--- config.mk ---
export PLATFORM = sky130hd
export DESIGN_NAME = ofo_top
export DESIGN_NICKNAME = d
export VERILOG_FILES = /design/src/logic/ofo_pkg.sv /design/src/logic/ofo_group_reduce.sv /design/src/logic/ofo_top.sv
export SDC_FILE = /design/constraint.sdc
export NUM_CORES = 1
export LEC_CHECK = 0
export BUFFER_PORTS_ARGS = -buffer_cell sky130_fd_sc_hd__buf_2
export CORE_MARGIN = 4
export CORE_UTILIZATION = 30
export DETAILED_ROUTE_END_ITERATION = 12
export GPL_TIMING_DRIVEN = 0
export PLACE_DENSITY = 0.49
export RECOVER_POWER = 50
export SETUP_SLACK_MARGIN = 0.05
export SLEW_MARGIN = 20
export SYNTH_ARGS = -nofsm -noshare
export SYNTH_HDL_FRONTEND = slang
export SYNTH_SLANG_ARGS = --single-unit
export TNS_END_PERCENT = 100
--- constraint.sdc ---
create_clock -name sys_clk -period 4.6 [get_ports sys_clk]
set_input_delay 0.23 -clock sys_clk [delete_from_list [all_inputs] [get_ports sys_clk]]
set_output_delay 0.23 -clock sys_clk [all_outputs]
set_load 0.03 [all_outputs]
--- src/logic/ofo_pkg.sv ---
package ofo_pkg;
    // register byte offsets
    localparam logic [7:0] ADDR_CTRL = 8'h00;
    localparam logic [7:0] ADDR_SEL = 8'h04;
    localparam logic [7:0] ADDR_CMD = 8'h08;
    localparam logic [7:0] ADDR_APP = 8'h0C;
    localparam logic [7:0] ADDR_FBVAL = 8'h10;
    localparam logic [7:0] ADDR_OUT = 8'h14;
    localparam logic [7:0] ADDR_FORCED = 8'h18;
    localparam logic [7:0] ADDR_TRIP = 8'h1C;
    localparam logic [7:0] ADDR_GRPFB = 8'h20;
    localparam logic [7:0] ADDR_MODST = 8'h24;
    localparam logic [7:0] ADDR_IRQST = 8'h28;
    localparam logic [7:0] ADDR_IRQMSK = 8'h2C;
    // command codes written to the command register
    localparam logic [3:0] CMD_FORCE1 = 4'h1;
    localparam logic [3:0] CMD_FORCE0 = 4'h2;
    localparam logic [3:0] CMD_UNFORCE = 4'h3;
    localparam logic [3:0] CMD_GUNFORCE = 4'h4;
    localparam logic [3:0] CMD_SET = 4'h5;
    localparam logic [3:0] CMD_RESET = 4'h6;
    localparam logic [3:0] CMD_REACT = 4'h7;
    // command register fields
    localparam int CMD_CODE_LSB = 0;
    localparam int CMD_GRP_LSB = 8;
    // control register fields
    localparam int CTRL_RUN_BIT = 0;
    localparam int CTRL_CONF_BIT = 1;
    // module status byte bit positions
    localparam int MST_FAIL_BIT = 0;
    localparam int MST_CHINOP_BIT = 1;
    localparam int MST_CONF_BIT = 5;
    localparam int MST_ABSENT_BIT = 6;
    // interrupt status bits
    localparam int IRQ_TRIP_BIT = 0;
    localparam int IRQ_FB_BIT = 1;
    localparam int IRQ_BADCMD_BIT = 2;
    localparam int IRQ_W = 3;
    localparam int GROUP_SIZE = 8;
    localparam logic [31:0] RESET_WORD = 32'h0000_0000;
endpackage

--- src/logic/ofo_group_reduce.sv ---
`timescale 1ns/100ps
`default_nettype none
// per-group or-reduction of channel flags, registered
module ofo_group_reduce #(
    parameter int NCH = 16,
    parameter int GS = 8
) (
    // clock and reset
    input wire logic sys_clk,
    input wire logic arst_n,
    // flags in, group flags out
    input wire logic [NCH-1:0] chanFlags,
    output logic [NCH/GS-1:0] grpFlags
);
    genvar g;
    generate
        for (g = 0; g < NCH/GS; g++) begin : gReduce
            // registered so the group flags are glitch free
            always_ff @(posedge sys_clk or negedge arst_n) begin
                if (!arst_n) begin
                    grpFlags[g] <= 1'b0;
                end else begin
                    grpFlags[g] <= |chanFlags[g*GS +: GS];
                end
            end
        end
    endgenerate
endmodule
`default_nettype wire

--- src/logic/ofo_top.sv ---
// Behaviour
// RL1: a forced channel keeps its forced level and ignores application writes until unforced.
// RL2: during fallback every affected output, forced ones too, takes the configured fallback value.
// RL3: force-to-1 and force-to-0 act on every channel selected in the select mask.
// RL4: unforce acts only on selected channels that are currently forced.
// RL5: global unforce frees all channels and is accepted only while some channel is forced.
// RL6: reset drives selected channels to 0 and set drives them to 1.
// RL7: a set or reset value is replaced by any later application write while running.
// RL8: reactivation re-enables a tripped output only when its terminal error is gone.
// RL9: reactivation names a group of eight channels and applies to the whole group together.
// RL10: reactivation leaves inactive channels and channels still in terminal error of the group unchanged.
// RL11: each output group in fallback raises its own group flag.
// RL12: module status byte shows failure in bit 0, inoperative channels in bit 1, config error in bit 5.
// RL13: output priority is fallback, then forced value, then latest set, reset or application value.
`timescale 1ns/100ps
`default_nettype none
module ofo_top #(
    parameter int NCH = 16
) (
    // clock and reset
    input wire logic sys_clk,
    input wire logic arst_n,
    // ahb-lite slave
    input wire logic hsel,
    input wire logic [31:0] haddr,
    input wire logic [1:0] htrans,
    input wire logic hwrite,
    input wire logic [2:0] hsize,
    input wire logic [31:0] hwdata,
    input wire logic hready,
    output logic [31:0] hrdata,
    output logic hreadyout,
    output logic hresp,
    // fault sources
    input wire logic [NCH-1:0] termError,
    input wire logic [NCH/8-1:0] groupFallback,
    input wire logic [NCH-1:0] chanActive,
    input wire logic moduleFault,
    input wire logic moduleAbsent,
    // outputs to drivers
    output logic [NCH-1:0] chanOut,
    output logic [NCH-1:0] chanEnable,
    output logic irq
);
    localparam int NG = NCH / ofo_pkg::GROUP_SIZE;

    // state machine of the ahb data phase
    typedef enum logic [2:0] {
        ST_IDLE = 3'b001,
        ST_WR = 3'b010,
        ST_RD = 3'b100
    } ofo_phase_e;

    ofo_phase_e phase_ff;
    ofo_phase_e nxt_phase;
    logic [7:0] addr_ff;
    logic [1:0] ctrl_ff;
    logic [NCH-1:0] sel_ff;
    logic [NCH-1:0] appVal_ff;
    logic [NCH-1:0] fbVal_ff;
    logic [NCH-1:0] forced_ff;
    logic [NCH-1:0] forceLvl_ff;
    logic [NCH-1:0] tripped_ff;
    logic [NCH-1:0] outVal_ff;
    logic [ofo_pkg::IRQ_W-1:0] irqSt_ff;
    logic [ofo_pkg::IRQ_W-1:0] irqMsk_ff;
    logic [NG-1:0] grpFb;
    logic [NG-1:0] grpFbPrev_ff;
    logic [NCH-1:0] fbChan;
    logic [NCH-1:0] nxt_out;
    logic [NCH-1:0] grpMask;
    logic [7:0] modStatus;
    logic [31:0] rdData;
    logic cmdWr;
    logic appWr;
    logic [3:0] cmdCode;
    logic [7:0] cmdGrp;
    logic badCmd;
    logic newTrip;
    logic [ofo_pkg::IRQ_W-1:0] irqClr;
    logic [ofo_pkg::IRQ_W-1:0] irqEvt;

    // decode of a byte offset against a register address
    function automatic logic hit(input logic [7:0] a, input logic [7:0] reg_addr);
        return a == reg_addr;
    endfunction

    // address phase accepted only on a nonseq/seq with hready
    always_comb begin
        nxt_phase = ST_IDLE;
        if (hsel && hready && htrans[1]) begin
            nxt_phase = hwrite ? ST_WR : ST_RD;
        end
    end

    always_ff @(posedge sys_clk or negedge arst_n) begin
        if (!arst_n) begin
            phase_ff <= ST_IDLE;
            addr_ff <= 8'h00;
        end else begin
            phase_ff <= nxt_phase;
            if (nxt_phase != ST_IDLE) begin
                addr_ff <= haddr[7:0];
            end
        end
    end

    // zero wait state slave, always okay; hsize is not decoded since
    // every register is one whole word and narrower accesses are not supported
    assign hreadyout = 1'b1;
    assign hresp = 1'b0;

    assign cmdWr = (phase_ff == ST_WR) && hit(addr_ff, ofo_pkg::ADDR_CMD);
    assign appWr = (phase_ff == ST_WR) && hit(addr_ff, ofo_pkg::ADDR_APP);
    assign cmdCode = hwdata[ofo_pkg::CMD_CODE_LSB +: 4];
    assign cmdGrp = hwdata[ofo_pkg::CMD_GRP_LSB +: 8];

    // control, select, fallback value and mask registers
    always_ff @(posedge sys_clk or negedge arst_n) begin
        if (!arst_n) begin
            ctrl_ff <= 2'h0;
            sel_ff <= '0;
            fbVal_ff <= '0;
            irqMsk_ff <= '0;
        end else if (phase_ff == ST_WR) begin
            if (hit(addr_ff, ofo_pkg::ADDR_CTRL)) ctrl_ff <= hwdata[1:0];
            if (hit(addr_ff, ofo_pkg::ADDR_SEL)) sel_ff <= hwdata[NCH-1:0];
            if (hit(addr_ff, ofo_pkg::ADDR_FBVAL)) fbVal_ff <= hwdata[NCH-1:0];
            if (hit(addr_ff, ofo_pkg::ADDR_IRQMSK)) irqMsk_ff <= hwdata[ofo_pkg::IRQ_W-1:0];
        end
    end

    // application value; set and reset overwrite it, so a later app write while running replaces them
    always_ff @(posedge sys_clk or negedge arst_n) begin
        if (!arst_n) begin
            appVal_ff <= '0;
        end else if (appWr && ctrl_ff[ofo_pkg::CTRL_RUN_BIT]) begin
            // RL7 app replaces set
            appVal_ff <= hwdata[NCH-1:0];
        end else if (cmdWr && cmdCode == ofo_pkg::CMD_SET) begin
            // RL6 set to one
            appVal_ff <= appVal_ff | sel_ff;
        end else if (cmdWr && cmdCode == ofo_pkg::CMD_RESET) begin
            // RL6 reset to zero
            appVal_ff <= appVal_ff & ~sel_ff;
        end
    end

    // forcing state per channel
    always_ff @(posedge sys_clk or negedge arst_n) begin
        if (!arst_n) begin
            forced_ff <= '0;
            forceLvl_ff <= '0;
        end else if (cmdWr) begin
            case (cmdCode)
                // RL3 force selected
                ofo_pkg::CMD_FORCE1: begin
                    forced_ff <= forced_ff | sel_ff;
                    forceLvl_ff <= forceLvl_ff | sel_ff;
                end
                ofo_pkg::CMD_FORCE0: begin
                    forced_ff <= forced_ff | sel_ff;
                    forceLvl_ff <= forceLvl_ff & ~sel_ff;
                end
                // RL4 only forced ones
                ofo_pkg::CMD_UNFORCE: begin
                    forced_ff <= forced_ff & ~(sel_ff & forced_ff);
                end
                // RL5 release all
                ofo_pkg::CMD_GUNFORCE: begin
                    if (|forced_ff) forced_ff <= '0;
                end
                default: begin
                    forced_ff <= forced_ff;
                end
            endcase
        end
    end

    // RL9 whole group mask
    always_comb begin
        grpMask = '0;
        for (int g = 0; g < NG; g++) begin
            if (cmdGrp == 8'(g)) grpMask[g*ofo_pkg::GROUP_SIZE +: ofo_pkg::GROUP_SIZE] = '1;
        end
    end

    // trip latch: a terminal error on an active channel trips it; reactivation clears
    // set wins over clear so an error still present keeps the channel tripped
    always_ff @(posedge sys_clk or negedge arst_n) begin
        if (!arst_n) begin
            tripped_ff <= '0;
        end else begin
            // RL8 clear only if clean
            // RL10 skip inactive
            tripped_ff <= (tripped_ff & ~((cmdWr && cmdCode == ofo_pkg::CMD_REACT)
                                          ? (grpMask & chanActive & ~termError) : '0))
                          | (termError & chanActive);
        end
    end

    assign newTrip = |(termError & chanActive & ~tripped_ff);
    assign badCmd = cmdWr && ((cmdCode == ofo_pkg::CMD_GUNFORCE && !(|forced_ff))
                              || (cmdCode == ofo_pkg::CMD_REACT && cmdGrp >= 8'(NG))
                              || cmdCode == 4'h0 || cmdCode > ofo_pkg::CMD_REACT);

    // RL11 group fallback flags
    ofo_group_reduce #(
        .NCH(NCH),
        .GS(ofo_pkg::GROUP_SIZE)
    ) u_ofo_group_reduce (
        .sys_clk(sys_clk),
        .arst_n(arst_n),
        .chanFlags(fbChan),
        .grpFlags(grpFb)
    );

    // expand fallback inputs to channels
    genvar c;
    generate
        for (c = 0; c < NCH; c++) begin : gFb
            assign fbChan[c] = groupFallback[c / ofo_pkg::GROUP_SIZE];
        end
    endgenerate

    // RL13 output priority
    // RL2 fallback first
    // RL1 forced holds
    always_comb begin
        for (int i = 0; i < NCH; i++) begin
            if (fbChan[i]) nxt_out[i] = fbVal_ff[i];
            else if (forced_ff[i]) nxt_out[i] = forceLvl_ff[i];
            else nxt_out[i] = appVal_ff[i];
        end
    end

    always_ff @(posedge sys_clk or negedge arst_n) begin
        if (!arst_n) begin
            outVal_ff <= '0;
        end else begin
            outVal_ff <= nxt_out;
        end
    end

    assign chanOut = outVal_ff;
    assign chanEnable = ~tripped_ff;

    // RL12 status byte
    always_comb begin
        modStatus = 8'h00;
        modStatus[ofo_pkg::MST_FAIL_BIT] = moduleFault;
        modStatus[ofo_pkg::MST_CHINOP_BIT] = |tripped_ff;
        modStatus[ofo_pkg::MST_CONF_BIT] = ctrl_ff[ofo_pkg::CTRL_CONF_BIT];
        modStatus[ofo_pkg::MST_ABSENT_BIT] = moduleAbsent;
    end

    // a read clears only the bits it returned, so an event that lands between the
    // address phase snapshot and the data phase edge is not lost; a new event wins
    assign irqClr = (phase_ff == ST_RD && hit(addr_ff, ofo_pkg::ADDR_IRQST)) ? hrdata[ofo_pkg::IRQ_W-1:0] : '0;
    assign irqEvt = {badCmd, |(grpFb & ~grpFbPrev_ff), newTrip};

    // sticky interrupt events
    always_ff @(posedge sys_clk or negedge arst_n) begin
        if (!arst_n) begin
            irqSt_ff <= '0;
            grpFbPrev_ff <= '0;
        end else begin
            grpFbPrev_ff <= grpFb;
            irqSt_ff <= (irqSt_ff & ~irqClr) | irqEvt;
        end
    end

    assign irq = |(irqSt_ff & irqMsk_ff);

    // read mux, unmapped offsets read zero
    always_comb begin
        rdData = ofo_pkg::RESET_WORD;
        case (haddr[7:0])
            ofo_pkg::ADDR_CTRL: rdData[1:0] = ctrl_ff;
            ofo_pkg::ADDR_SEL: rdData[NCH-1:0] = sel_ff;
            ofo_pkg::ADDR_APP: rdData[NCH-1:0] = appVal_ff;
            ofo_pkg::ADDR_FBVAL: rdData[NCH-1:0] = fbVal_ff;
            ofo_pkg::ADDR_OUT: rdData[NCH-1:0] = outVal_ff;
            ofo_pkg::ADDR_FORCED: rdData[NCH-1:0] = forced_ff;
            ofo_pkg::ADDR_TRIP: rdData[NCH-1:0] = tripped_ff;
            ofo_pkg::ADDR_GRPFB: rdData[NG-1:0] = grpFb;
            ofo_pkg::ADDR_MODST: rdData[7:0] = modStatus;
            ofo_pkg::ADDR_IRQST: rdData[ofo_pkg::IRQ_W-1:0] = irqSt_ff;
            ofo_pkg::ADDR_IRQMSK: rdData[ofo_pkg::IRQ_W-1:0] = irqMsk_ff;
            default: rdData = ofo_pkg::RESET_WORD;
        endcase
    end

    // read data registered at the address phase, stands in the data phase
    always_ff @(posedge sys_clk or negedge arst_n) begin
        if (!arst_n) begin
            hrdata <= '0;
        end else if (nxt_phase == ST_RD) begin
            hrdata <= rdData;
        end
    end
endmodule
`default_nettype wire

## Word level (Yosys, flattened, before mapping)

Index checks and enable logic that the tools add are counted.

- Add/sub/neg operators: 0
- $mul: 0
- Divide/modulo/power cells: 0
- Magnitude comparators: 2
- Eq/ne operators: 29
- Shifts and indexed selects: 0
- Multiplexer cells: 48
- Bitwise operators: 24
- Reductions and logical operators: 35

Operators with widths:

| cell | number |
|---|---|
| 16-bit AND | 9 |
| 16-bit 2-to-1 mux | 5 |
| 16-bit inverter | 5 |
| 16-bit OR | 4 |
| 8-bit by 6-bit == test with 1-bit output, second input constant | 6 |
| 16-bit case mux with 3 select lines | 1 |
| 8-bit case mux with 6 select lines | 1 |
| 16-bit OR reduction | 3 |
| 8-bit by 5-bit == test with 1-bit output, second input constant | 5 |
| 5-bit case mux with 7 select lines | 1 |
| 1-bit 2-to-1 mux | 32 |
| 16-bit case mux with 2 select lines | 1 |
| 8-bit by 4-bit == test with 1-bit output, second input constant | 3 |
| 8-bit zero test | 3 |
| 2-bit case mux with 11 select lines | 1 |
| 4-bit by 3-bit == test with 1-bit output, second input constant | 4 |
| 8-bit by 3-bit == test with 1-bit output, second input constant | 2 |
| 8-bit 2-to-1 mux | 2 |
| 1-bit logical AND | 12 |
| 2-bit AND reduction | 5 |
| 3-bit 2-to-1 mux | 3 |
| 4-bit by 2-bit == test with 1-bit output, second input constant | 2 |
| 8-bit by 1-bit == test with 1-bit output, second input constant | 1 |
| 8-bit by 2-bit >= comparator with 1-bit output, second input constant | 1 |
| other kinds (20) | 26 |

- Flip-flop bits (word level): 151
- Latch bits: 0
- Memory bits (writable): 0
- ROM bits: 0
- Output and inout bits: 67
- Word-level logic and storage cells: 154
- Memories kept: 0

## Longest topological paths before layout

- Depth in word-level cells: 8
- Gate-level depth with buffers: 7
- Gate-level depth less buffers: 5

## Modules after synthesis

From an unflattened synthesis, not the netlist that was laid out.

- Cell total of the unflattened synthesis: 749
- Area, all modules: 7627.3 sq um

By module, submodules not included:

| module | instances | cells an instance | area each (sq um) | sequential area each (sq um) |
|---|---|---|---|---|
| ofo_top | 1 | 741 | 7544.7 | 3729.8 |
| ofo_group_reduce | 1 | 8 | 82.6 | 50.0 |

## Worst setup path after synthesis

OpenSTA, ideal clock, no wires.

- Path type: register to register
- From: register addr_ff[4]
- To: register (tool-made name)
- Library setup time: 0.127 ns
- Arrival: 1.883 ns
- Required time: 4.473 ns
- Slack: 2.589 ns
- Cell stages (with the launch flop): 7
- Buffers on the path: 1
- Period minus slack after synthesis: 2.011 ns
- Cell sequence: dfrtp_1 -> nor4b_4 -> nand3_2 -> nor4_4 -> buf_4 -> nand2_1 -> mux2_1

RTL lines:

| what | RTL line | RTL |
|---|---|---|
| from (decl) | ofo_top.sv:56 | `logic [7:0] addr_ff;` |
| from (signal assigned) | ofo_top.sv:103 | `addr_ff <= haddr[7:0];` |

==> summary.txt <==
Synth-to-Final Area Change: 22.1%
PD cells: 351 nW/um^2
Wire length on met2: 11.8 mm
EDFF count, synth: 0
CTS root buf: clkbuf_16
Antenna violations before repair: 0
Routed Antenna Nets: 0
Maximum vdd drop: 170 uV
Core Area: 24600 um^2
Remaining Overflow, GRT: 0
Port Buffer Count: 111
Skew-Pair Late Insertion Delay: 430 ps
CTS tree: done
DRC: 0
Fillers: 2523
Post-synth top area cell: dfrtp_1
Crit path DAT: 3420 ps
Max-Cap Viols: 1
Via density: 5.15
RSZ-0062 raised after global routing: no
Layout cells sized above 1: 23.8%
Critical path's slowest cell: nor3b_1
WHS Endpoint: tripped_ff[15]
Crit end category: flop
Leak pwr: 4.19 nW
Met3 WL: 1.66 mm
CTS Buf Count: 17
Final WL: 26.5 mm
Top cell type's share of synthesized area: 49.4%
Largest stage delay, worst path: 770 ps
ANT cells: 0
Top post-synthesis cells by area: dfrtp_1 49%, mux2_2 9.0%, nand2_1 5.3%, o21ai_0 4.6%, mux2i_1 4.1%
Resize count post-CTS: 0
Setup slack, reg-to-reg: 1550 ps
Layout Cells excl Fill: 1229
Sequential area share after synthesis: 49.8%
Final Cycle Share: 66.3%
CTS Sinks: 151
WHS Path Cells: 3
Die area: 27900 um^2
Clock buffer depth: 2
Die Span Y: 167 um
DIE WIDTH: 167 um
Placer congestion estimate: 0.872
Routed wire per std cell: 21.5 um
Final Skew: 8.03 ps
R2r worst-path depth: 5
Synth Register Bits: 151
Failing checks: max-capacitance violations, max-slew violations
Mapped Cells: 743
CP cell instances: nor3_1 > nand4_1 > nor3b_1 > buf_2 > a221o_1
Vias in the first global route: 6315
Fraction of registers with async set/reset: 100%
DP Cell Count: 1196
Least-Margin Pin Slew: 2310 ps
Status: finished, violations left
Row count: 57
Initial drt markers: 457
Crit Path Category: reg -> reg
Fmax: 328 MHz
Htree depth: 4
Register area: 3780 um^2
Setup TNS: 0 ps
Worst hold path class: in -> reg
Ys flop type: dfrtp_1
Critical Path Fanout Max: 10
Worst slew margin: -53.9%
Initial Util: 30.9%
Maximum number of pins on one net before global-route repair: 88
Drt pass-1 iters: 7
Top-count cell post-synth: dfrtp_1
Worst path required time: 4970 ps
Yosys warning count: 0
Period minus WS final: 3050 ps
Nets: 1002
CP startpoint kind: flop
Count of final setup violators: 0
Final count of hold timing violations: 0
Mapped Area: 7590 um^2
Total number of vias: 6326
Max layer used: met4
Worst-path clk slew: 60 ps
Beginning of the worst hold path: termError[15]
Hpwl dp: 19.4 mm
Boundary Pins: 177
Multi-input logic area: 3540 um^2
Commonest cells in the synthesized netlist: 150 x dfrtp_1, 108 x nand2_1, 70 x o21ai_0
GRT Resource Usage Total: 18.8%
Met1 Routed Length: 12.6 mm
FF-to-FF Start: addr_ff[1]
Distinct cell type count of the synthesized netlist: 58
First-pass GRT wire length: 40.2 mm
Slew Limit Fails: 87
Mapped Avg Cell Area: 10.2 um^2
power by group:
| group | internal (W) | switching, W | total, W |
|---|---|---|---|
| combinational | 0.000112 | 0.000212 | 0.000324 |
| clock | 0.000938 | 0.000558 | 0.00150 |
| sequential | 0.00138 | 0.0000522 | 0.00143 |
critical path, delay by kind of cell, from the launching register on:
family / cells / cell delay, ps
AND/OR/NAND/NOR: 3 / 2000
buffers and inverters: 1 / 400
flip-flops: 1 / 390
AO/OA/AOI/OAI: 1 / 190
kinds of logic after synthesis:
family / count (synthesis) / synth area share (%)
other: 2 / 0.0989
AND/OR/NAND/NOR: 255 / 16.9
buffers and inverters: 76 / 4.79
multiplexers: 100 / 15.2
flip-flops: 151 / 49.8
AO/OA/AOI/OAI: 158 / 13.1
XOR/XNOR: 1 / 0.115
metal layers:
metal	vias up	global-route usage [%]
met5	-	0
met4	0	5.62
met3	26	2.66
met2	272	28.9
met1	3077	27.6
li1	2951	-
repair_timing:
action / 4_1_cts / 5_1_grt
buffers inserted: 0 / 0
setup endpoints to repair: 0 / 0
hold buffers: 1 / 0
hold endpoints to repair: 85 / 0
through the flow:
stage	instance area [um^2]	hold slack (ps)	power (W)	worst slack, ps	util, %
floorplan	7650	-65.6	0.00163	2590	-
global placement	8620	397	0.00178	881	35.0
detailed placement	8690	302	0.00179	1500	35.3
CTS	9320	26.4	0.00328	1570	37.9
global route	9270	39.5	0.00337	1390	37.7
finish	9270	41.0	0.00325	1550	37.7
layout by cell type, fill, tap and decap left out, types with 10 or more instances in the layout:
master / n
o22ai_1: 11
mux2_2: 61
nand2_1: 108
nand3_1: 15
buf_2: 82
mux2i_1: 31
a221o_1: 14
dfrtp_1: 150
and2_1: 19
nor2_1: 47
inv_1: 23
a21oi_1: 23
conb_1: 18
nor4_1: 11
a22oi_1: 10
clkbuf_16: 17
o21ai_0: 70
buf_4: 20
clkbuf_1: 62
final cells by class:
type / count / area share, %
Clock buffer: 24 / 5.09
Multi-Input combinational cell: 532 / 38.2
Sequential cell: 151 / 40.8
Tap cell: 324 / 4.37
Buffer: 53 / 3.00
Inverter: 23 / 0.931
Timing Repair Buffer: 114 / 6.02
Clock inverter: 8 / 1.61
how the worst max path moves through the flow:
stage | from | to | slack [ps] | cells after the start
6_report | addr_ff[1] | flop | 1550 | 5
3_3_place_gp | arst_n | hrdata[14] | 880 | 1
3_5_place_dp | hwdata[2] | forced_ff[11] | 1500 | 7
5_1_grt | addr_ff[1] | flop | 1390 | 5
2_1_floorplan | addr_ff[4] | flop | 2590 | 6
4_1_cts | addr_ff[1] | flop | 1570 | 5
(Power assumes the default switching activity.)
